[config.mk]
export PLATFORM = sky130hd
export DESIGN_NAME = cvs_seq
export DESIGN_NICKNAME = d
export VERILOG_FILES = /design/src/rtl/cvs_sync.v /design/src/rtl/cvs_status_enc.v /design/src/rtl/cvs_seq.v
export VERILOG_INCLUDE_DIRS = /design/src /design/src/pkg
export SDC_FILE = /design/constraint.sdc
export NUM_CORES = 1
export LEC_CHECK = 0
export BUFFER_PORTS_ARGS = -buffer_cell sky130_fd_sc_hd__buf_2
export CORE_AREA = 2 2 250 252
export CTS_CLUSTER_DIAMETER = 200
export CTS_CLUSTER_SIZE = 25
export DETAILED_ROUTE_END_ITERATION = 8
export DIE_AREA = 0 0 252 254
export PLACE_DENSITY_LB_ADDON = 0.25
export SLEW_MARGIN = 25
export SYNTH_ARGS = -nofsm -noshare
export SYNTH_HDL_FRONTEND = slang
export SYNTH_SLANG_ARGS = --single-unit
[constraint.sdc]
create_clock -name REF_CLK -period 8.55 [get_ports REF_CLK]
set_input_delay 1.71 -clock REF_CLK [delete_from_list [all_inputs] [get_ports REF_CLK]]
set_output_delay 1.71 -clock REF_CLK [all_outputs]
set_load 0.005 [all_outputs]
[src/pkg/cvs_regs.vh]
// constants for the calibration and validation sequencer
`ifndef CVS_REGS_VH
`define CVS_REGS_VH

// word width of the parameter, command, state and status registers
`define CVS_W           16
`define CVS_CNT_W       8
`define CVS_UC_PER_CH   4

// use-case slots within a channel
`define CVS_UC_VAL_A    2'h0
`define CVS_UC_CAL_A    2'h1
`define CVS_UC_VAL_B    2'h2
`define CVS_UC_CAL_B    2'h3

// handshake register values
`define CVS_PARAM_RST   16'h0000
`define CVS_ACK_READY   1'b1
`define CVS_ACK_TAKEN   1'b0

// commands
`define CVS_CMD_NONE    16'h0000
`define CVS_CMD_START   16'h0001
`define CVS_CMD_RESET   16'h0002
`define CVS_CMD_CANCEL  16'h0003

// main machine states
`define CVS_ST_INIT     16'h0001
`define CVS_ST_FINAL    16'h0002
`define CVS_ST_NOSUP    16'h0008
`define CVS_ST_BUSY     16'h0009
`define CVS_ST_START    16'h000a
`define CVS_ST_ERR_MIN  16'h0384
`define CVS_ST_INVALID  16'h03e7

// channel status codes
`define CVS_STAT_NO_SENSOR   16'h0000
`define CVS_STAT_STERIL_OVF  16'h0001
`define CVS_STAT_PRE_USE     16'h0004
`define CVS_STAT_CAL_INV     16'h0005
`define CVS_STAT_CAL_INV_SN  16'h0006
`define CVS_STAT_SEN_USE     16'h0007
`define CVS_STAT_CAL_RANGE   16'h0008
`define CVS_STAT_CLEANING    16'h0009
`define CVS_STAT_OVERTEMP    16'h000a
`define CVS_STAT_OUT_RANGE   16'h000b
`define CVS_STAT_OK          16'h000c
`define CVS_STAT_SIMULATOR   16'h000d
`define CVS_STAT_AUTO_MAX    16'h000e
`define CVS_STAT_SEN_CAL_AGE 16'h000f
`define CVS_STAT_PRE_CAL_AGE 16'h0010
`define CVS_STAT_NO_PREAMP   16'h0011
`define CVS_STAT_FW_UPDATE   16'h0012

// limits, counts in units, ages in months
`define CVS_STERIL_MAX      8'h64
`define CVS_PRE_USE_MAX_MON 8'h0c
`define CVS_SEN_USE_MAX_MON 8'h06
`define CVS_CAL_AGE_MAX_MON 8'h0c

// condition pin positions within a channel
`define CVS_FLG_SENSOR  0
`define CVS_FLG_PREAMP  1
`define CVS_FLG_FWUPD   2
`define CVS_FLG_SIM     3
`define CVS_FLG_CLEAN   4
`define CVS_FLG_OVTEMP  5
`define CVS_FLG_RANGE   6
`define CVS_FLG_CALINV  7
`define CVS_FLG_SNINV   8
`define CVS_FLG_CALRNG  9
`define CVS_FLG_N       10

// edges after reset release before the strap is trusted
`define CVS_BOOT_CYC    2'h2

`endif

[src/rtl/cvs_sync.v]
// two-stage synchroniser for asynchronous level inputs
`timescale 1ns/1ps
module cvs_sync #(
  parameter W = 1
) (
  // clock and reset
  input  wire         clk,
  input  wire         rst_n,
  // levels
  input  wire [W-1:0] d,
  output reg  [W-1:0] q
);

  reg [W-1:0] meta_reg;

  always @(posedge clk or negedge rst_n) begin
    if (!rst_n) begin
      meta_reg <= {W{1'b0}};
      q        <= {W{1'b0}};
    end else begin
      meta_reg <= d;
      q        <= meta_reg;
    end
  end

endmodule

[src/rtl/cvs_status_enc.v]
// channel status code encoder, highest severity first
`timescale 1ns/1ps
`include "cvs_regs.vh"
module cvs_status_enc (
  // synchronised condition levels
  input  wire [`CVS_FLG_N-1:0] flags,
  // counters and ages
  input  wire [`CVS_CNT_W-1:0] steril_cnt,
  input  wire [`CVS_CNT_W-1:0] auto_cnt,
  input  wire [`CVS_CNT_W-1:0] pre_use,
  input  wire [`CVS_CNT_W-1:0] sen_use,
  input  wire [`CVS_CNT_W-1:0] sen_cal_age,
  input  wire [`CVS_CNT_W-1:0] pre_cal_age,
  // code
  output reg  [`CVS_W-1:0]     code
);

  // a missing preamp hides everything behind it, so it is checked first
  always @* begin
    if (!flags[`CVS_FLG_PREAMP])
      code = `CVS_STAT_NO_PREAMP;
    else if (flags[`CVS_FLG_FWUPD])
      code = `CVS_STAT_FW_UPDATE;
    else if (flags[`CVS_FLG_SIM])
      code = `CVS_STAT_SIMULATOR;
    else if (!flags[`CVS_FLG_SENSOR])
      code = `CVS_STAT_NO_SENSOR;
    else if (flags[`CVS_FLG_OVTEMP])
      code = `CVS_STAT_OVERTEMP;
    else if (flags[`CVS_FLG_CLEAN])
      code = `CVS_STAT_CLEANING;
    else if (flags[`CVS_FLG_RANGE])
      code = `CVS_STAT_OUT_RANGE;
    else if (steril_cnt > `CVS_STERIL_MAX)
      code = `CVS_STAT_STERIL_OVF;
    else if (auto_cnt >= `CVS_STERIL_MAX)
      code = `CVS_STAT_AUTO_MAX;
    else if (flags[`CVS_FLG_CALINV] && flags[`CVS_FLG_SNINV])
      code = `CVS_STAT_CAL_INV_SN;
    else if (flags[`CVS_FLG_CALINV])
      code = `CVS_STAT_CAL_INV;
    else if (flags[`CVS_FLG_CALRNG])
      code = `CVS_STAT_CAL_RANGE;
    else if (pre_use > `CVS_PRE_USE_MAX_MON)
      code = `CVS_STAT_PRE_USE;
    else if (sen_use > `CVS_SEN_USE_MAX_MON)
      code = `CVS_STAT_SEN_USE;
    else if (pre_cal_age > `CVS_CAL_AGE_MAX_MON)
      code = `CVS_STAT_PRE_CAL_AGE;
    else if (sen_cal_age > `CVS_CAL_AGE_MAX_MON)
      code = `CVS_STAT_SEN_CAL_AGE;
    else
      code = `CVS_STAT_OK;
  end

endmodule

[src/rtl/cvs_seq.v]
// calibration and validation sequencer with channel status reporting
`timescale 1ns/1ps
`include "cvs_regs.vh"
module cvs_seq #(
  parameter N_CH = 2
) (
  // clock and reset
  input  wire                          REF_CLK,
  input  wire                          RST_N,
  // start-up strap
  input  wire                          KIT_MODE_PIN,
  // master writes, one strobe per use case
  input  wire [N_CH*4-1:0]             PARAM_WE,
  input  wire [`CVS_W-1:0]             PARAM_WDATA,
  input  wire [N_CH*4-1:0]             CMD_WE,
  input  wire [`CVS_W-1:0]             CMD_WDATA,
  // use-case register read-back
  output wire [N_CH*4*`CVS_W-1:0]      PARAM_Q,
  output wire [N_CH*4*`CVS_W-1:0]      CMD_Q,
  output wire [N_CH*4-1:0]             ACK_Q,
  output wire [N_CH*4*`CVS_W-1:0]      STATE_Q,
  // channel condition pins
  input  wire [N_CH*`CVS_FLG_N-1:0]    COND_PINS,
  // channel counters and ages
  input  wire [N_CH*`CVS_CNT_W-1:0]    STERIL_CNT,
  input  wire [N_CH*`CVS_CNT_W-1:0]    AUTO_STERIL_CNT,
  input  wire [N_CH*`CVS_CNT_W-1:0]    PREAMP_USE_MON,
  input  wire [N_CH*`CVS_CNT_W-1:0]    SENSOR_USE_MON,
  input  wire [N_CH*`CVS_CNT_W-1:0]    SENSOR_CAL_MON,
  input  wire [N_CH*`CVS_CNT_W-1:0]    PREAMP_CAL_MON,
  // channel status
  output wire [N_CH*`CVS_W-1:0]        STATUS_Q,
  // sub-sequence engine
  output reg                           SUB_START,
  output reg                           SUB_CMD_STB,
  output reg  [`CVS_W-1:0]             SUB_CMD,
  output reg  [`CVS_W-1:0]             SUB_PARAM,
  output reg  [$clog2(N_CH*4)-1:0]     SUB_UC,
  input  wire                          SUB_DONE,
  input  wire [`CVS_W-1:0]             SUB_STATE,
  // global state
  output reg                           KIT_MODE_Q,
  output reg                           BUSY_Q,
  output reg  [$clog2(N_CH*4)-1:0]     OWNER_UC
);

  localparam integer N_UC = N_CH * `CVS_UC_PER_CH;
  localparam integer UCW  = $clog2(N_UC);
  localparam integer SW   = `CVS_W;
  localparam integer NF   = `CVS_FLG_N;
  localparam integer CW   = `CVS_CNT_W;

  // ---------------------------------------------------------------
  // pin synchronisation
  // ---------------------------------------------------------------
  wire [N_CH*NF:0] pin_sync;
  wire             kit_pin_s;

  cvs_sync #(
    .W (N_CH*NF+1)
  ) u_sync (
    .clk   (REF_CLK),
    .rst_n (RST_N),
    .d     ({KIT_MODE_PIN, COND_PINS}),
    .q     (pin_sync)
  );

  assign kit_pin_s = pin_sync[N_CH*NF];

  // ---------------------------------------------------------------
  // start-up: strap is trusted only once the synchroniser is full
  // ---------------------------------------------------------------
  reg  [1:0] boot_cnt_reg;
  reg        boot_done_reg;
  wire       boot_fire;

  assign boot_fire = ~boot_done_reg & (boot_cnt_reg == `CVS_BOOT_CYC);

  always @(posedge REF_CLK or negedge RST_N) begin
    if (!RST_N) begin
      boot_cnt_reg  <= 2'h0;
      boot_done_reg <= 1'b0;
      KIT_MODE_Q    <= 1'b0;
    end else if (!boot_done_reg) begin
      if (boot_fire) begin
        boot_done_reg <= 1'b1;
        KIT_MODE_Q    <= kit_pin_s;
      end else begin
        boot_cnt_reg <= boot_cnt_reg + 2'h1;
      end
    end
  end

  // ---------------------------------------------------------------
  // cross-use-case signals
  // ---------------------------------------------------------------
  wire [N_UC-1:0]    start_req;
  wire [N_UC-1:0]    rel_req;
  wire [N_UC-1:0]    sub_go;
  wire [N_UC*SW-1:0] cmd_all;
  wire [N_UC*SW-1:0] param_all;
  reg  [N_UC-1:0]    grant;
  reg  [UCW-1:0]     grant_idx;
  integer            k;

  // lowest index wins when two starts land in the same cycle
  always @* begin
    grant     = {N_UC{1'b0}};
    grant_idx = {UCW{1'b0}};
    if (!BUSY_Q) begin
      for (k = N_UC-1; k >= 0; k = k - 1) begin
        if (start_req[k]) begin
          grant     = {{(N_UC-1){1'b0}}, 1'b1} << k;
          grant_idx = k[UCW-1:0];
        end
      end
    end
  end

  // single owner across all channels
  always @(posedge REF_CLK or negedge RST_N) begin
    if (!RST_N) begin
      BUSY_Q   <= 1'b0;
      OWNER_UC <= {UCW{1'b0}};
    end else if (|rel_req) begin
      BUSY_Q <= 1'b0;
    end else if (|grant) begin
      BUSY_Q   <= 1'b1;
      OWNER_UC <= grant_idx;
    end
  end

  // hand-off to the sub-sequence engine; only the owner can reach it
  always @(posedge REF_CLK or negedge RST_N) begin
    if (!RST_N) begin
      SUB_START   <= 1'b0;
      SUB_CMD_STB <= 1'b0;
      SUB_CMD     <= `CVS_CMD_NONE;
      SUB_PARAM   <= `CVS_PARAM_RST;
      SUB_UC      <= {UCW{1'b0}};
    end else begin
      SUB_START   <= |grant;
      SUB_CMD_STB <= |sub_go;
      if (|grant) begin
        SUB_CMD   <= `CVS_CMD_START;
        SUB_PARAM <= param_all[grant_idx*SW +: SW];
        SUB_UC    <= grant_idx;
      end else if (|sub_go) begin
        SUB_CMD   <= cmd_all[OWNER_UC*SW +: SW];
        SUB_PARAM <= param_all[OWNER_UC*SW +: SW];
        SUB_UC    <= OWNER_UC;
      end
    end
  end

  // ---------------------------------------------------------------
  // one independent machine per use case
  // ---------------------------------------------------------------
  genvar gi;
  generate
    for (gi = 0; gi < N_UC; gi = gi + 1) begin : g_uc
      localparam [UCW-1:0] MY = gi;
      reg  [SW-1:0] param_reg;
      reg  [SW-1:0] cmd_reg;
      reg  [SW-1:0] state_reg;
      reg           ack_reg;
      reg           pend_reg;
      reg           run_reg;
      reg  [SW-1:0] exec_next;
      wire          wr_cmd;
      wire          cmd_zero;
      wire          take;
      wire          go;
      wire          owned;
      wire          is_err;
      wire          is_sub;
      wire          done;

      assign wr_cmd   = CMD_WE[gi] & boot_done_reg;
      assign cmd_zero = (CMD_WDATA == `CVS_CMD_NONE);
      // a pending or running machine drops new codes without a trace
      assign take     = wr_cmd & ~cmd_zero & ack_reg & ~pend_reg;
      assign go       = wr_cmd & cmd_zero & pend_reg;
      assign owned    = BUSY_Q & (OWNER_UC == MY);
      assign is_err   = (state_reg >= `CVS_ST_ERR_MIN);
      assign is_sub   = (state_reg >= `CVS_ST_START) & ~is_err;
      assign done     = run_reg & SUB_DONE & owned;

      // present state and stored command pick the action; the slot reaches the engine on SUB_UC
      assign start_req[gi] = go & (state_reg == `CVS_ST_INIT) &
                             (cmd_reg == `CVS_CMD_START);
      assign sub_go[gi]    = go & is_sub;
      assign rel_req[gi]   = owned &
                             ((go & (state_reg == `CVS_ST_FINAL) &
                               (cmd_reg == `CVS_CMD_RESET)) |
                              (done & (SUB_STATE == `CVS_ST_INIT)));
      assign cmd_all[gi*SW +: SW]   = cmd_reg;
      assign param_all[gi*SW +: SW] = param_reg;

      // outcome of the pending command in the present state
      always @* begin
        exec_next = state_reg;
        case (state_reg)
          `CVS_ST_NOSUP, `CVS_ST_BUSY: begin
            exec_next = state_reg;
          end
          `CVS_ST_INIT: begin
            if (cmd_reg != `CVS_CMD_START)
              exec_next = `CVS_ST_INVALID;
            else if (grant[gi])
              exec_next = `CVS_ST_START;
          end
          `CVS_ST_FINAL: begin
            if (cmd_reg == `CVS_CMD_RESET)
              exec_next = `CVS_ST_INIT;
            else
              exec_next = `CVS_ST_INVALID;
          end
          default: begin
            if (is_err) begin
              if (cmd_reg == `CVS_CMD_CANCEL)
                exec_next = `CVS_ST_FINAL;
              else
                exec_next = `CVS_ST_INVALID;
            end
          end
        endcase
      end

      always @(posedge REF_CLK or negedge RST_N) begin
        if (!RST_N) begin
          param_reg <= `CVS_PARAM_RST;
          cmd_reg   <= `CVS_CMD_NONE;
          ack_reg   <= `CVS_ACK_READY;
          state_reg <= `CVS_ST_INIT;
          pend_reg  <= 1'b0;
          run_reg   <= 1'b0;
        end else begin
          // parameter frozen while the engine works on it
          if (PARAM_WE[gi] && boot_done_reg && !run_reg)
            param_reg <= PARAM_WDATA;
          if (take || (wr_cmd && cmd_zero))
            cmd_reg <= CMD_WDATA;
          if (take) begin
            ack_reg  <= `CVS_ACK_TAKEN;
            pend_reg <= 1'b1;
          end
          if (boot_fire && !kit_pin_s) begin
            state_reg <= `CVS_ST_NOSUP;
          end else if (go) begin
            pend_reg  <= 1'b0;
            state_reg <= exec_next;
            if (is_sub)
              run_reg <= 1'b1;
            else
              ack_reg <= `CVS_ACK_READY;
          end else if (done) begin
            // state takes whatever code the engine reports on completion
            state_reg <= SUB_STATE;
            run_reg   <= 1'b0;
            ack_reg   <= `CVS_ACK_READY;
          end else if (state_reg == `CVS_ST_INIT && BUSY_Q && !owned) begin
            state_reg <= `CVS_ST_BUSY;
          end else if (state_reg == `CVS_ST_BUSY && !BUSY_Q) begin
            state_reg <= `CVS_ST_INIT;
          end
        end
      end

      assign PARAM_Q[gi*SW +: SW] = param_reg;
      assign CMD_Q[gi*SW +: SW]   = cmd_reg;
      assign ACK_Q[gi]            = ack_reg;
      assign STATE_Q[gi*SW +: SW] = state_reg;
    end
  endgenerate

  // ---------------------------------------------------------------
  // channel status, one encoder per channel
  // ---------------------------------------------------------------
  genvar gc;
  generate
    for (gc = 0; gc < N_CH; gc = gc + 1) begin : g_ch
      wire [SW-1:0] code;
      reg  [SW-1:0] status_reg;

      cvs_status_enc u_enc (
        .flags       (pin_sync[gc*NF +: NF]),
        .steril_cnt  (STERIL_CNT[gc*CW +: CW]),
        .auto_cnt    (AUTO_STERIL_CNT[gc*CW +: CW]),
        .pre_use     (PREAMP_USE_MON[gc*CW +: CW]),
        .sen_use     (SENSOR_USE_MON[gc*CW +: CW]),
        .sen_cal_age (SENSOR_CAL_MON[gc*CW +: CW]),
        .pre_cal_age (PREAMP_CAL_MON[gc*CW +: CW]),
        .code        (code)
      );

      // registered so the reported word never glitches mid-read
      always @(posedge REF_CLK or negedge RST_N) begin
        if (!RST_N)
          status_reg <= `CVS_STAT_NO_SENSOR;
        else
          status_reg <= code;
      end

      assign STATUS_Q[gc*SW +: SW] = status_reg;
    end
  endgenerate

endmodule

* Yosys cells after proc, flatten, opt, wreduce, memory -nomap -nowiden
Cells that the tools add are included.
** Word-level totals
- Output and inout bits :: 466
- Logic and storage cells :: 728
- Register bits :: 527
- Input port bits :: 184
** Cells by class
- Multiplexer cells :: 236
- Shifts and indexed selects :: 3
- Reduce and logical (&&, ||, !) cells :: 127
- Equality and inequality tests :: 105
- Order comparisons :: 28
- Add/sub/neg operators :: 1
- Bitwise operators :: 166
** Operators by type and width (count)
- 2-to-1 mux 16 bit :: 98
- == test 16 x 2 -> 1 bit (second input constant) :: 24
- case mux 16 bit (3 select lines) :: 8
- variable part select 128 x 8 -> 16 bit :: 3
- == test 16 x 1 -> 1 bit (second input constant) :: 17
- == test 16 x 4 -> 1 bit (second input constant) :: 16
- 2-to-1 mux 10 bit :: 16
- AND 1 bit :: 137
- >= comparator 16 x 10 -> 1 bit (second input constant) :: 8
- >= comparator 16 x 4 -> 1 bit (second input constant) :: 8
- != test 16 x 1 -> 1 bit (second input constant) :: 8
- 2-to-1 mux 1 bit :: 92
- 2-to-1 mux 8 bit :: 9
- logical AND 1 bit :: 51
- > comparator 8 x 4 -> 1 bit (second input constant) :: 6
- != test 5 x 1 -> 1 bit (second input constant) :: 8
- nonzero test 5 bit :: 8
- != test 5 x 4 -> 1 bit (second input constant) :: 7
- 2-to-1 mux 3 bit :: 11
- AND reduction 4 bit :: 8
- != test 3 bit (second input constant) :: 8
- AND reduction 3 bit :: 8
- OR reduction 8 bit :: 3
- inverter 1 bit :: 21
- other kinds (19) :: 83

* Depth between registers and ports, before layout
Gate-level depths: netlist of the first run.
- Depth after elaboration :: 19
- Gate-level depth with buffers :: 14
- Mapped depth without buffers :: 11

* Cells and area by module
A second synthesis of the first run with hierarchy kept.
** Unflattened totals
- Cell total of the unflattened synthesis :: 2305
- Area, all modules :: 25368.1 um^2
** By module, submodules not included
- cvs_seq :: instances 1, seq. area each 12156.7 um^2, area an instance 23453.7 um^2, cells each 2139
- cvs_sync :: instances 1, seq. area each 1051.0 um^2, area an instance 1051.0 um^2, cells each 42
- cvs_status_enc :: instances 2, seq. area each 0.0 um^2, area an instance 431.7 um^2, cells each 62

* Least setup slack after synthesis of the first run
Ideal clock, no wire load.
- Path kind :: input to register
- Start point :: in CMD_WDATA[2]
- End point :: reg SUB_PARAM[6]
- Arrival :: 4305 ps
- Slack :: 4109 ps
- Data required time :: 8414 ps
- Stages on the path :: 12
- Path buffers :: 2
- Setup time :: 136 ps
- Cell sequence :: nor4_1 > nand4_1 > buf_2 > or2_1 > nor4_1 > o41ai_2 > a22oi_4 > inv_4 > buf_6 > mux2_4 > o211ai_2 > o211ai_1
** Between the ends
- Longest elaborated chain between the ends :: 16
- Elaborated cells between the ends (all ways) :: 64
- Classes of those cells :: shift: 1; mux: 19; bitwise: 40; reduce/logical: 4
** Ends and longest elaborated chain
- start: declaration :: line cvs_seq.v:16 : input wire [`CVS_W-1:0] CMD_WDATA,
- logical NOT 16 bit (no line) (*)
- AND 1 bit (2 in series) :: line cvs_seq.v:183 : assign go = wr_cmd & cmd_zero & pend_reg;
- AND 1 bit (2 in series) :: line cvs_seq.v:190 : assign start_req[gi] = go & (state_reg == `CVS_ST_INIT) &
- 2-to-1 mux 3 bit or 2-to-1 mux 8 bit (tied branches) (8 in series) :: line cvs_seq.v:112 : if (start_req[k]) begin
- 2-to-1 mux 3 bit or 2-to-1 mux 8 bit (tied branches) :: line cvs_seq.v:110 : if (!BUSY_Q) begin
- variable part select 128 x 8 -> 16 bit or OR reduction 8 bit (tied branches) :: line cvs_seq.v:146, cvs_seq.v:144
- 2-to-1 mux 16 bit or nonzero test 2 bit (tied branches)
- end signal: assignment :: line cvs_seq.v:139 : SUB_PARAM <= `CVS_PARAM_RST;
- end signal: assignment :: line cvs_seq.v:146 : SUB_PARAM <= param_all[grant_idx*SW +: SW];
- end signal: assignment :: line cvs_seq.v:150 : SUB_PARAM <= param_all[OWNER_UC*SW +: SW];
- end: declaration :: line cvs_seq.v:37 : output reg [`CVS_W-1:0] SUB_PARAM,
Every way passes the cells marked *; elsewhere a longest branch is shown, timed or not.
A chain may end at the register's enable or synchronous reset.

* Worst setup path after layout of the first run
- Start point :: in CMD_WDATA[10]
- End point :: reg SUB_PARAM[11]
Same word-level chain as after synthesis.

==> impl_summary.log, run 1 <==
[metrics] top-area cell type share of the netlist area: 0.5039
[metrics] maximum frequency from static timing analysis: 173.1 MHz
[metrics] hold path endpoint: u_sync.q[7]
[metrics] sequential area share after synthesis: 0.5212
[metrics] count of distinct cell types in the synthesized netlist: 77
[metrics] number of enable flip-flop cells after synthesis: 0
[metrics] min-delay worst type: flip-flop to flip-flop
[metrics] cell type with the highest occurrence count on the critical path: nor4_1
[metrics] Final Hold Slack: 344.8 ps
[metrics] number of H-tree branching levels: 1
[metrics] reg-to-reg setup timing slack: 3680 ps
[metrics] gpl congestion: 0.9554
[metrics] YS warnings: 0
[metrics] CP top delay family: simple AND/OR/NAND/NOR gates
[metrics] routed vias: 21098
[metrics] area added between synthesis and finish: 19.31%
[metrics] ratio of cells with drive above 1 in the final layout: 0.3736
[metrics] number of filler instances in the final layout: 5713
[metrics] area of the core: 61260 um2
[metrics] via density per instance: 5.865
[metrics] CTS Buf Count: 24
[metrics] length of routed met2 wiring: 42.66 mm
[metrics] Slowest-stage cell, CP: nor4_1
[metrics] io pins: 650
[metrics] initial antenna violation count: 12
[metrics] reported max-cap violation count: 0
[metrics] reported leakage power: 14.44 nW
[metrics] reg-to-reg startpoint: g_uc[5].cmd_reg[13]
[metrics] maximum number of pins on one net before global-route repair: 169
[metrics] Critical path origin: CMD_WDATA[10]
[metrics] routed length on met3: 6.761 mm
[metrics] Relative slew margins: 0.3152
[metrics] time the worst path needs with I/O delays and setup: 5776 ps
[metrics] final setup slack of the worst path: 2774 ps
[metrics] initial DRC count: 2017
[metrics] worst setup skew after layout: 42.76 ps
[metrics] Setup TNS Final: 0 ps
[metrics] Worst Setup Start Kind: input pin
[metrics] final-report hold violation count: 0
[metrics] net count of the finished layout: 2967
[metrics] VDD IR-drop max: 187.5 uV
[metrics] Setup Crit Path Kind: input pin to flip-flop
[metrics] total half-perimeter wirelength after legalization and detailed placement: 68.41 mm
[metrics] result of the run: completed
[metrics] cells along the critical path: buf_2, nor4_1, nand4_1, buf_4, nor4_1, a21o_1, or3b_2, or2_2, o21a_1, nand2_1, o211ai_1
[metrics] Worst-Skew Late Latency: 610 ps
[metrics] power density relative to cell area: 159.0 nW/um2
[metrics] mean post-synth cell area: 11.02 um2
[metrics] number of pins exceeding their max-slew limit in the final report: 0
[metrics] final setup violating endpoints: 0
[metrics] maximum fanout along the worst path: 49
[metrics] die width: 252 um
[metrics] pre-CTS worst setup slack: 2123 ps
[metrics] #FFs+latches synth: 505
[metrics] period utilisation layout: 0.6756
[metrics] Mapped Area: 24280 um2
[metrics] data required time at the worst endpoint: 9030 ps
[metrics] actual slew at the worst max-slew pin: 1025 ps
[metrics] library cell occupying the most area in the post-synthesis netlist: dfrtp_1
[metrics] number of nets still failing antenna checks after routing: 0
[metrics] area of the die: 64010 um2
[metrics] number of gates resized after cts: 0
[metrics] Pre-antenna DRT Iters: 7
[metrics] most frequent cells after synthesis: dfrtp_1, nand2_1, mux2_2
[metrics] clock-pin slew reported for the worst setup and hold paths after clock tree synthesis: 110 ps
[metrics] number of buffers and inverters on the critical path: 2
[metrics] hold path startpoint: u_sync.meta_reg[7]
[metrics] Worst Reg-to-Reg Cells: 8
[metrics] overall overflow remaining after global route: 0
[metrics] arrival time worst endpoint: 6260 ps
[metrics] vias in the first global route: 20305
[metrics] cell depth of the worst min-delay path: 0
[metrics] cell with the most instances after synthesis: dfrtp_1
[metrics] DIE HEIGHT: 254 um
[metrics] Setup Buffers After CTS: 0
[metrics] WL per Instance: 25.70 um
[metrics] Hold Buf Count CTS: 0
[metrics] endpoint of the worst register-to-register path: SUB_PARAM[11]
[metrics] share of async-settable or async-resettable flops after synthesis: 1.000
[metrics] topmost layer with routed signal wires: met5
[metrics] flip-flop cell with the highest count after synthesis: dfrtp_1
[metrics] largest stage delay on the critical path: 870 ps
[metrics] maximum clock insertion buffer count: 3
[metrics] Synth Instances: 2204
[metrics] setup repair after global routing missed its margin: no
[metrics] Crit. End Element: flip-flop
[metrics] number of sinks on the clock net: 505
[metrics] drc violations: 0
[metrics] first-pass GRT wire length: 133.3 mm
[metrics] most area-consuming cells after synthesis: dfrtp_1, mux2_2, nand2_1, o21ai_0, mux4_2
[metrics] count of port buffers added during placement: 623
[metrics] Initial Util: 0.3964
[metrics] TritonCTS clock tree: built
[metrics] Core Rows: 91
[metrics] root buffer cell: clkbuf_16
[metrics] GRT Util Overall: 0.2774
[metrics] total detailed-routing wirelength: 92.45 mm
[metrics] Met1 Routed Length: 39.17 mm
[layout make-up]
cell class / count / area [um2] / share of cell area
Timing Repair Buffer: 660 / 3451 / 0.1191
Clock inverter: 1 / 20.02 / 0.0006910
Clock buffer: 43 / 693.2 / 0.02393
Sequential cell: 505 / 12660 / 0.4370
Multi-Input combinational cell: 1565 / 11040 / 0.3811
Tap cell: 790 / 988.4 / 0.03412
Inverter: 26 / 100.1 / 0.003455
Antenna cell: 7 / 17.52 / 0.0006046
[stage by stage]
| step | utilization | cells | power (mW) | area (um2) |
|---|---|---|---|---|
| 2_1_floorplan | - | 2225 | 2.929 | 24360 |
| 6_report | 0.4730 | 3597 | 4.606 | 28970 |
| 5_1_grt | 0.4730 | 3597 | 4.807 | 28970 |
| 3_5_place_dp | 0.4604 | 3545 | 3.256 | 28200 |
| 4_1_cts | 0.4721 | 3589 | 4.637 | 28920 |
| 3_3_place_gp | 0.4602 | 3545 | 3.237 | 28190 |
[cell usage in the layout (no fill, tap or decap), types with 16 or more instances in the layout]
cell / instances
nand3_1: 48
nor2_1: 134
nand2_1: 271
o211ai_1: 39
dfstp_2: 16
dfrtp_1: 487
buf_2: 622
mux4_2: 32
buf_4: 34
a2bb2oi_1: 16
a31oi_1: 21
clkbuf_1: 18
mux2_2: 265
conb_1: 22
clkbuf_16: 25
a21oi_1: 47
nor3_1: 43
inv_1: 25
o31ai_1: 31
nand2b_1: 25
nor4_1: 63
mux2i_1: 65
o21ai_0: 197
nand4_1: 37
[worst max-delay path by stage]
stage / end / slack, ps / cells past startpoint
2_1_floorplan: SUB_PARAM[6] / 4110 / 12
3_3_place_gp: SUB_PARAM[5] / 2150 / 11
4_1_cts: SUB_PARAM[9] / 2730 / 11
5_1_grt: SUB_PARAM[7] / 2610 / 11
6_report: SUB_PARAM[11] / 2770 / 11
3_5_place_dp: SUB_PARAM[9] / 2120 / 11
[metal layers]
| layer | vias to the layer above | track usage |
|---|---|---|
| met2 | 972 | 0.4318 |
| li1 | 9242 | - |
| met3 | 175 | 0.04486 |
| met4 | 8 | 0.1173 |
| met5 | - | 0 |
| met1 | 10701 | 0.3852 |
[logic make-up after synthesis]
logic type	after synthesis	share of synthesized area
xor gates and xnor gates	4	0.001443
muxes	372	0.1855
buffers and inverters	155	0.02983
DFF	505	0.5212
other	1	0.0001544
AOI/OAI and AO/OA	443	0.1164
and+or+nand+nor	723	0.1449
adders and majority gates	1	0.0005152
[power by group]
| part | internal, mW | switching (mW) |
|---|---|---|
| Clock | 0.563 | 0.823 |
| Sequential | 2.50 | 0.102 |
| Combinational | 0.250 | 0.370 |
Power figures use the tool's default switching activity.
==> run 2: changes to the inputs <==
--- a/config.mk
+++ b/config.mk
@@ -6,12 +6,13 @@
 export SDC_FILE = /design/constraint.sdc
 export NUM_CORES = 1
 export LEC_CHECK = 0
+export ABC_AREA = 1
 export BUFFER_PORTS_ARGS = -buffer_cell sky130_fd_sc_hd__buf_2
-export CORE_AREA = 2 2 250 252
+export CORE_AREA = 2 2 252 254
 export CTS_CLUSTER_DIAMETER = 200
 export CTS_CLUSTER_SIZE = 25
 export DETAILED_ROUTE_END_ITERATION = 8
-export DIE_AREA = 0 0 252 254
+export DIE_AREA = 0 0 254 256
 export PLACE_DENSITY_LB_ADDON = 0.25
 export SLEW_MARGIN = 25
 export SYNTH_ARGS = -nofsm -noshare
==> constraint.sdc (replaced) <==
create_clock -name REF_CLK -period 5.15 [get_ports REF_CLK]
set_input_delay 1.03 -clock REF_CLK [delete_from_list [all_inputs] [get_ports REF_CLK]]
set_output_delay 1.03 -clock REF_CLK [all_outputs]
set_load 0.005 [all_outputs]
==> impl_summary.log, run 2 <==
[metrics] count of distinct cell types in the synthesized netlist: 64 (-17%)
[metrics] area of the die: 65020 um2 (+1.6%)
[metrics] VDD IR-drop max: 299.8 uV (+60%)
[metrics] Final Hold Slack: 356.0 ps (+11.23 ps)
[metrics] final-report hold violation count: 0 (unchanged)
[metrics] power density relative to cell area: 369.3 nW/um2 (+130%)
[metrics] min-delay worst type: flip-flop to flip-flop
[metrics] top-area cell type share of the netlist area: 0.4829 (-0.02102)
[metrics] most area-consuming cells after synthesis: dfrtp_1, nand2_1, o21ai_0, nand3_1, inv_1
[metrics] mean post-synth cell area: 8.241 um2 (-25%)
[metrics] time the worst path needs with I/O delays and setup: 3876 ps
[metrics] clock-pin slew reported for the worst setup and hold paths after clock tree synthesis: 100 ps (about the same)
[metrics] Relative slew margins: 0.2906 (-0.02455)
[metrics] maximum frequency from static timing analysis: 258.0 MHz
[metrics] Mapped Area: 25340 um2 (+4.4%)
[metrics] number of sinks on the clock net: 505 (unchanged)
[metrics] area added between synthesis and finish: 18.05%
[metrics] Synth Instances: 3075 (+40%)
[metrics] flip-flop cell with the highest count after synthesis: dfrtp_1
[metrics] TritonCTS clock tree: built
[metrics] maximum fanout along the worst path: 20 (-59%)
[metrics] cell depth of the worst min-delay path: 0 (unchanged)
[metrics] drc violations: 0 (unchanged)
[metrics] overall overflow remaining after global route: 0 (unchanged)
[metrics] Core Rows: 92 (+1.1%)
[metrics] final setup violating endpoints: 0 (unchanged)
[metrics] Setup Crit Path Kind: input pin to flip-flop
[metrics] share of cell area taken by muxes after synthesis: 0.04083 (-0.1447)
[metrics] number of pins exceeding their max-slew limit in the final report: 0 (unchanged)
[metrics] length of routed met2 wiring: 43.20 mm (+1.3%)
[metrics] net switching fraction of the power: 0.3727 (+0.09139)
[metrics] Initial Util: 0.4062 (+0.009743)
[metrics] ratio of cells with drive above 1 in the final layout: 0.2332 (-0.1404)
[metrics] DIE HEIGHT: 256 um (+0.79%)
[metrics] Met1 Routed Length: 41.51 mm (+6.0%)
[metrics] hold path endpoint: u_sync.q[16]
[metrics] area share of xor/xnor cells in the synthesized design: 0.0003456 (-0.001097)
[metrics] placement-stage cell area: 29190 um2 (+3.5%)
[metrics] hold path startpoint: u_sync.meta_reg[16]
[metrics] area of the multi-input gates: 10650 um2 (-3.5%)
[metrics] number of enable flip-flop cells after synthesis: 0 (unchanged)
[metrics] share of async-settable or async-resettable flops after synthesis: 1.000 (unchanged)
[metrics] Setup Buffers After CTS: 0 (unchanged)
[metrics] GRT Util Overall: 0.2922 (+0.01474)
[metrics] reported max-cap violation count: 0 (unchanged)
[metrics] root buffer cell: clkbuf_16
[metrics] utilization of the core after routing: 0.4795 (+0.006508)
[metrics] initial antenna violation count: 6 (-6)
[metrics] arrival time worst endpoint: 4400 ps (-1860 ps)
[metrics] gpl congestion: 0.9610 (+0.59%)
[metrics] most frequent cells after synthesis: nand2_1, dfrtp_1, inv_1
[metrics] Finished Layout Cells: 4506 (+25%)
[metrics] period utilisation layout: 0.7526
[metrics] reg-to-reg startpoint: boot_done_reg
[metrics] Hold Buf Count CTS: 0 (unchanged)
[metrics] area of all placed cells without fillers: 29910 um2 (+3.3%)
[metrics] YS warnings: 0 (unchanged)
[metrics] endpoint of the worst register-to-register path: SUB_PARAM[15]
[metrics] fraction of the mapped netlist area in simple logic gates: 0.2392 (+0.09429)
[metrics] result of the run: completed
[metrics] footprint of the flip-flops and latches: 12660 um2 (about the same)
[metrics] total net switching power: 4.117 mW (+220%)
[metrics] Worst Setup Start Kind: input pin
[metrics] final setup slack of the worst path: 1274 ps (-1500 ps)
[metrics] area of the core: 62390 um2 (+1.9%)
[metrics] Worst-Skew Late Latency: 640 ps (+30 ps)
[metrics] maximum clock insertion buffer count: 3 (unchanged)
[metrics] number of nets still failing antenna checks after routing: 0 (unchanged)
[metrics] Synth Area in Adders: 0.0004938 (-0.00002150)
[metrics] placed instance count: 4456 (+26%)
[metrics] combinational cell fraction of total power: 0.298 (+0.163)
[metrics] number of H-tree branching levels: 1 (unchanged)
[metrics] sequential area share after synthesis: 0.4995 (-0.02175)
[metrics] commonest cells after routing, fill and taps aside: buf_2, nand2_1, dfrtp_1
[metrics] share of the synthesized area in compound gates (AO/OA/AOI/OAI): 0.1357 (+0.01929)
[metrics] library cell occupying the most area in the post-synthesis netlist: dfrtp_1
[metrics] number of filler instances in the final layout: 6295 (+10%)
[metrics] setup repair after global routing missed its margin: no
[metrics] via density per instance: 5.429 (-7.4%)
[metrics] number of gates resized after cts: 0 (unchanged)
[metrics] topmost layer with routed signal wires: met4
[metrics] Worst Reg-to-Reg Cells: 19 (+11)
[metrics] actual slew at the worst max-slew pin: 1054 ps (+29.69 ps)
[metrics] reg-to-reg setup timing slack: 1490 ps (-2190 ps)
[metrics] initial DRC count: 2383 (+18%)
[metrics] vias in the first global route: 22266 (+9.7%)
[metrics] routed vias: 24465 (+16%)
[metrics] sum of internal, switching and leakage power: 11.05 mW (+140%)
[metrics] pre-CTS worst setup slack: 739.0 ps (-1384 ps)
[metrics] clock network fraction of design power: 0.208 (-0.093)
[metrics] Crit. End Element: flip-flop
[metrics] combinational family with the most area after synthesis: simple AND/OR/NAND/NOR gates
[metrics] count of port buffers added during placement: 623 (unchanged)
[metrics] worst setup skew after layout: 55.20 ps (+12.44 ps)
[metrics] data required time at the worst endpoint: 5680 ps (-3350 ps)
[metrics] most frequent standard cell in the layout excluding fill and tap cells: buf_2
[metrics] io pins: 650 (unchanged)
[metrics] die width: 254 um (+0.79%)
[metrics] net count of the finished layout: 3821 (+29%)
[metrics] routed length on met3: 9.372 mm (+39%)
[metrics] Setup TNS Final: 0 ps (unchanged)
[metrics] Flop pwr share: 0.494 (-0.070)
[metrics] internal power: 6.930 mW (+110%)
[metrics] total half-perimeter wirelength after legalization and detailed placement: 74.49 mm (+8.9%)
[metrics] cell with the most instances after synthesis: nand2_1
[metrics] Pre-antenna DRT Iters: 6 (-1)
[metrics] total detailed-routing wirelength: 97.97 mm (+6.0%)
[metrics] maximum number of pins on one net before global-route repair: 126 (-25%)
[metrics] WL per Instance: 21.74 um (-15%)
[metrics] CTS Buf Count: 24 (unchanged)
[metrics] first-pass GRT wire length: 144.4 mm (+8.3%)
[metrics] Critical path origin: CMD_WDATA[13]
[metrics] #FFs+latches synth: 505 (unchanged)
[metrics] reported leakage power: 14.96 nW (+3.6%)
-- run 2: cell types whose count changed after synthesis, sizes merged, moves of 30 or more --
cell / change
nor4: -42
inv: +316
mux2i: -64
o22ai: +99
nor2: +207
o211ai: -30
mux2: -184
o21ai: +125
nand2: +340
mux4: -32
nand3: +232
-- run 2: power by group through the flow --
| stage | combinational [mW] | sequential (mW) | clock (mW) |
|---|---|---|---|
| 2_1_floorplan | 1.64 | 5.41 | 0 |
| 3_3_place_gp | 3.24 | 5.50 | 0 |
| 3_5_place_dp | 3.27 | 5.52 | 0 |
| 4_1_cts | 3.28 | 5.44 | 2.37 |
| 5_1_grt | 3.64 | 5.56 | 2.49 |
| 6_report | 3.29 | 5.46 | 2.30 |
-- run 2: cell type report --
| class | instances | area share |
|---|---|---|
| multi-input cells | 2091 | 0.3560 |
| clock inverters | 2 | 0.001213 |
| repair buffers | 665 | 0.1176 |
| diodes | 6 | 0.0005019 |
| flip-flops and latches | 505 | 0.4231 |
| well taps | 846 | 0.03539 |
| inverters | 349 | 0.04379 |
| clock buffers | 42 | 0.02234 |
-- run 2: worst max path at each step --
stage | to | cells past startpoint | slack (ps)
floorplan | SUB_UC[0] | 17 | 1960
global placement | SUB_PARAM[9] | 15 | 780
detailed placement | SUB_PARAM[5] | 15 | 740
CTS | SUB_PARAM[5] | 15 | 1380
global route | SUB_PARAM[1] | 21 | 1110
finish | SUB_PARAM[15] | 15 | 1270
-- run 2: kinds of logic after synthesis --
group | Yosys count
AOI/OAI and AO/OA | 605
xor gates and xnor gates | 1
adders and majority gates | 1
buffers and inverters | 500
DFF | 505
muxes | 92
other | 1
and+or+nand+nor | 1370
-- run 2: routing by layer --
metal,GRT usage,vias up
met2,0.4367,1226
met5,0,-
met3,0.06071,176
met4,0.1077,0
met1,0.4167,11685
li1,-,11378
-- run 2: worst max-delay path, cell delays in order --
cell	delay [ps]
buf_2	180
nor2_1	140
nand2_1	140
nor2_8	420
nand4_4	260
nor3_1	570
nor2_1	140
nand2_1	110
nand2_1	110
nand2_4	300
nor2_4	80
buf_4	240
nor2_2	400
nand3_1	130
nand3_1	110
==> run 3: changes to the inputs <==
==> constraint.sdc (replaced) <==
create_clock -name REF_CLK -period 3.5 [get_ports REF_CLK]
set_input_delay 0.7 -clock REF_CLK [delete_from_list [all_inputs] [get_ports REF_CLK]]
set_output_delay 0.7 -clock REF_CLK [all_outputs]
set_load 0.005 [all_outputs]
==> impl_summary.log, run 3 (synthesis gave the netlist of run 2 again) <==
[metrics] result of the run: completed
[metrics] Worst Setup Start Kind: flip-flop
[metrics] Relative slew margins: 0.4806 (+0.1900)
[metrics] maximum number of pins on one net before global-route repair: 80 (-37%)
[metrics] area of all placed cells without fillers: 30850 um2 (+3.1%)
[metrics] Worst-Skew Late Latency: 610 ps (-30 ps)
[metrics] maximum clock insertion buffer count: 3 (unchanged)
[metrics] die width: 254 um (unchanged)
[metrics] gpl congestion: 0.9890 (+2.9%)
[metrics] number of nets still failing antenna checks after routing: 0 (unchanged)
[metrics] Crit. End Element: flip-flop
[metrics] vias in the first global route: 22813 (+2.5%)
[metrics] number of H-tree branching levels: 1 (unchanged)
[metrics] via density per instance: 5.354 (-1.4%)
[metrics] Slowest-stage cell, CP: dfrtp_1
[metrics] number of buffers and inverters on the critical path: 1 (-1)
[metrics] final setup violating endpoints: 0 (unchanged)
[metrics] Global Route met3 Usage: 0.05614 (-0.004576)
[metrics] sum of internal, switching and leakage power: 16.35 mW (+48%)
[metrics] Setup Buffers After CTS: 0 (unchanged)
[metrics] total detailed-routing wirelength: 98.83 mm (+0.88%)
[metrics] maximum frequency from static timing analysis: 304.9 MHz
[metrics] Initial Util: 0.4062 (unchanged)
[metrics] actual slew at the worst max-slew pin: 777.2 ps (-277.1 ps)
[metrics] power density relative to cell area: 530.0 nW/um2 (+44%)
[metrics] number of filler instances in the final layout: 6265 (-0.48%)
[metrics] Finished Layout Cells: 4605 (+2.2%)
[metrics] first-pass GRT wire length: 145.9 mm (+0.98%)
[metrics] Pre-antenna DRT Iters: 6 (unchanged)
[metrics] ratio of cells with drive above 1 in the final layout: 0.2539 (+0.02069)
[metrics] number of pins exceeding their max-slew limit in the final report: 0 (unchanged)
[metrics] area added between synthesis and finish: 21.74%
[metrics] met1 Track Usage GR: 0.4164 (about the same)
[metrics] number of gates resized after cts: 0 (unchanged)
[metrics] DIE HEIGHT: 256 um (unchanged)
[metrics] total half-perimeter wirelength after legalization and detailed placement: 76.77 mm (+3.1%)
[metrics] routed vias: 24654 (+0.77%)
[metrics] net count of the finished layout: 3921 (+2.6%)
[metrics] placed instance count: 4556 (+2.2%)
[metrics] count of port buffers added during placement: 623 (unchanged)
[metrics] footprint of the flip-flops and latches: 12660 um2 (unchanged)
[metrics] arrival time worst endpoint: 3760 ps (-640 ps)
[metrics] Hold Buf Count CTS: 0 (unchanged)
[metrics] area of the core: 62390 um2 (unchanged)
[metrics] GR Util met2: 0.4541 (+0.01738)
[metrics] setup repair after global routing missed its margin: no
[metrics] area of the multi-input gates: 10660 um2 (about the same)
[metrics] data required time at the worst endpoint: 3980 ps (-1700 ps)
[metrics] most used routing layer in global routing: met2
[metrics] WL per Instance: 21.46 um (-1.3%)
[metrics] min-delay worst type: input pin to asynchronous set/reset pin
[metrics] clock-pin slew reported for the worst setup and hold paths after clock tree synthesis: 100 ps (about the same)
[metrics] CP top delay family: simple AND/OR/NAND/NOR gates
[metrics] initial antenna violation count: 4 (-2)
[metrics] TritonCTS clock tree: built
[metrics] reported leakage power: 15.52 nW (+3.8%)
[metrics] Core Rows: 92 (unchanged)
[metrics] io pins: 650 (unchanged)
[metrics] area of the die: 65020 um2 (unchanged)
[metrics] Setup Crit Path Kind: flip-flop to flip-flop
[metrics] VDD IR-drop max: 462.4 uV (+54%)
[metrics] overall overflow remaining after global route: 0 (unchanged)
[metrics] commonest cells after routing, fill and taps aside: buf_2, nand2_1, dfrtp_1
[metrics] cells along the critical path: nor2_1, nand2_1, nor2_1, nand2_1, nor2_1, nand2_1, nor2_2, nand2_1, nor2_1, nand2_1, nand2_1, nand2_1, nand3_2, buf_12, nand3_1, nand3_1, nand2_1, nand2_1, nand3_1
[metrics] initial DRC count: 2401 (+0.76%)
[metrics] reported max-cap violation count: 0 (unchanged)
[metrics] GRT Util Overall: 0.2948 (+0.002589)
[metrics] worst setup skew after layout: 40.36 ps (-14.85 ps)
[metrics] Final Hold Slack: 101.9 ps (-254.1 ps)
[metrics] drc violations: 0 (unchanged)
[metrics] period utilisation layout: 0.9369
[metrics] number of sinks on the clock net: 505 (unchanged)
[metrics] maximum fanout along the worst path: 64 (+220%)
[metrics] largest stage delay on the critical path: 440 ps (-130 ps)
[metrics] placement-stage cell area: 30130 um2 (+3.2%)
[metrics] cell type with the highest occurrence count on the critical path: nand2_1
[metrics] time the worst path needs with I/O delays and setup: 3279 ps
[metrics] most frequent standard cell in the layout excluding fill and tap cells: buf_2
[metrics] final-report hold violation count: 0 (unchanged)
[metrics] root buffer cell: clkbuf_16
[metrics] CTS Buf Count: 24 (unchanged)
-- run 3: changes by cell type in the layout (fill, tap and decap cells not counted), sizes merged --
cell	change
diode	-1
buf	+100
clkinv	-1
clkbuf	+1
-- run 3: worst register-to-register path: stages (launching register included) --
cell     delay (ps)
dfrtp_1         440
nor2_1          130
nand2_1          70
nor2_1          340
nand2_1          90
nor2_1          360
nand2_1         140
nor2_2          150
nand2_1         120
nor2_1          140
nand2_1          60
nand2_1          60
nand2_1          90
nand3_2         130
buf_12          280
nand3_1         190
nand3_1         160
nand2_1          60
nand2_1          50
nand3_1          60
-- run 3: cell type report --
class                           instances  share of cell area
Antenna cell                            5           0.0004056
Clock buffer                           43             0.02247
Clock inverter                          1           0.0006489
Inverter                              349             0.04246
Multi-Input combinational cell       2091              0.3454
Sequential cell                       505              0.4103
Tap cell                              846             0.03431
Timing Repair Buffer                  765              0.1441
-- run 3: metal layers --
layer  routed length, um  vias up  share of wire
met4                3463        0          0.035
met2               44200     1156           0.45
met3                8878      165          0.090
met1               42290    11753           0.43
met5                   0        -              0
li1                    -    11580              -
-- run 3: report_power, final --
part | internal, mW | switching (mW)
clock | 1.37 | 2.01
combinational | 2.01 | 2.90
sequential | 6.92 | 1.13
-- run 3: path summary, 6_finish.rpt --
path | startpoint | endpoint | slack [ps] | cells after the start
worst max-delay path | g_uc[7].cmd_reg[11] | SUB_PARAM[11] | 220 | 19
worst min-delay path | RST_N | u_sync.meta_reg[8] | 100 | 1
worst max register to register | g_uc[7].cmd_reg[11] | SUB_PARAM[11] | 220 | 19
worst min register to register | u_sync.meta_reg[6] | u_sync.q[6] | 350 | 0
max in group asynchronous | RST_N | g_uc[0].cmd_reg[9] | 2420 | 2
min in group REF_CLK | COND_PINS[17] | u_sync.meta_reg[17] | 220 | 1
-- run 3: metrics by stage --
step | util | setup slack (ps) | TNS (ps)
floorplan | - | 636.6 | 0
global placement | 0.4826 | 14.55 | 0
detailed placement | 0.4829 | -15.30 | -58.81
CTS | 0.4943 | 360.5 | 0
global route | 0.4944 | 32.80 | 0
finish | 0.4945 | 220.7 | 0
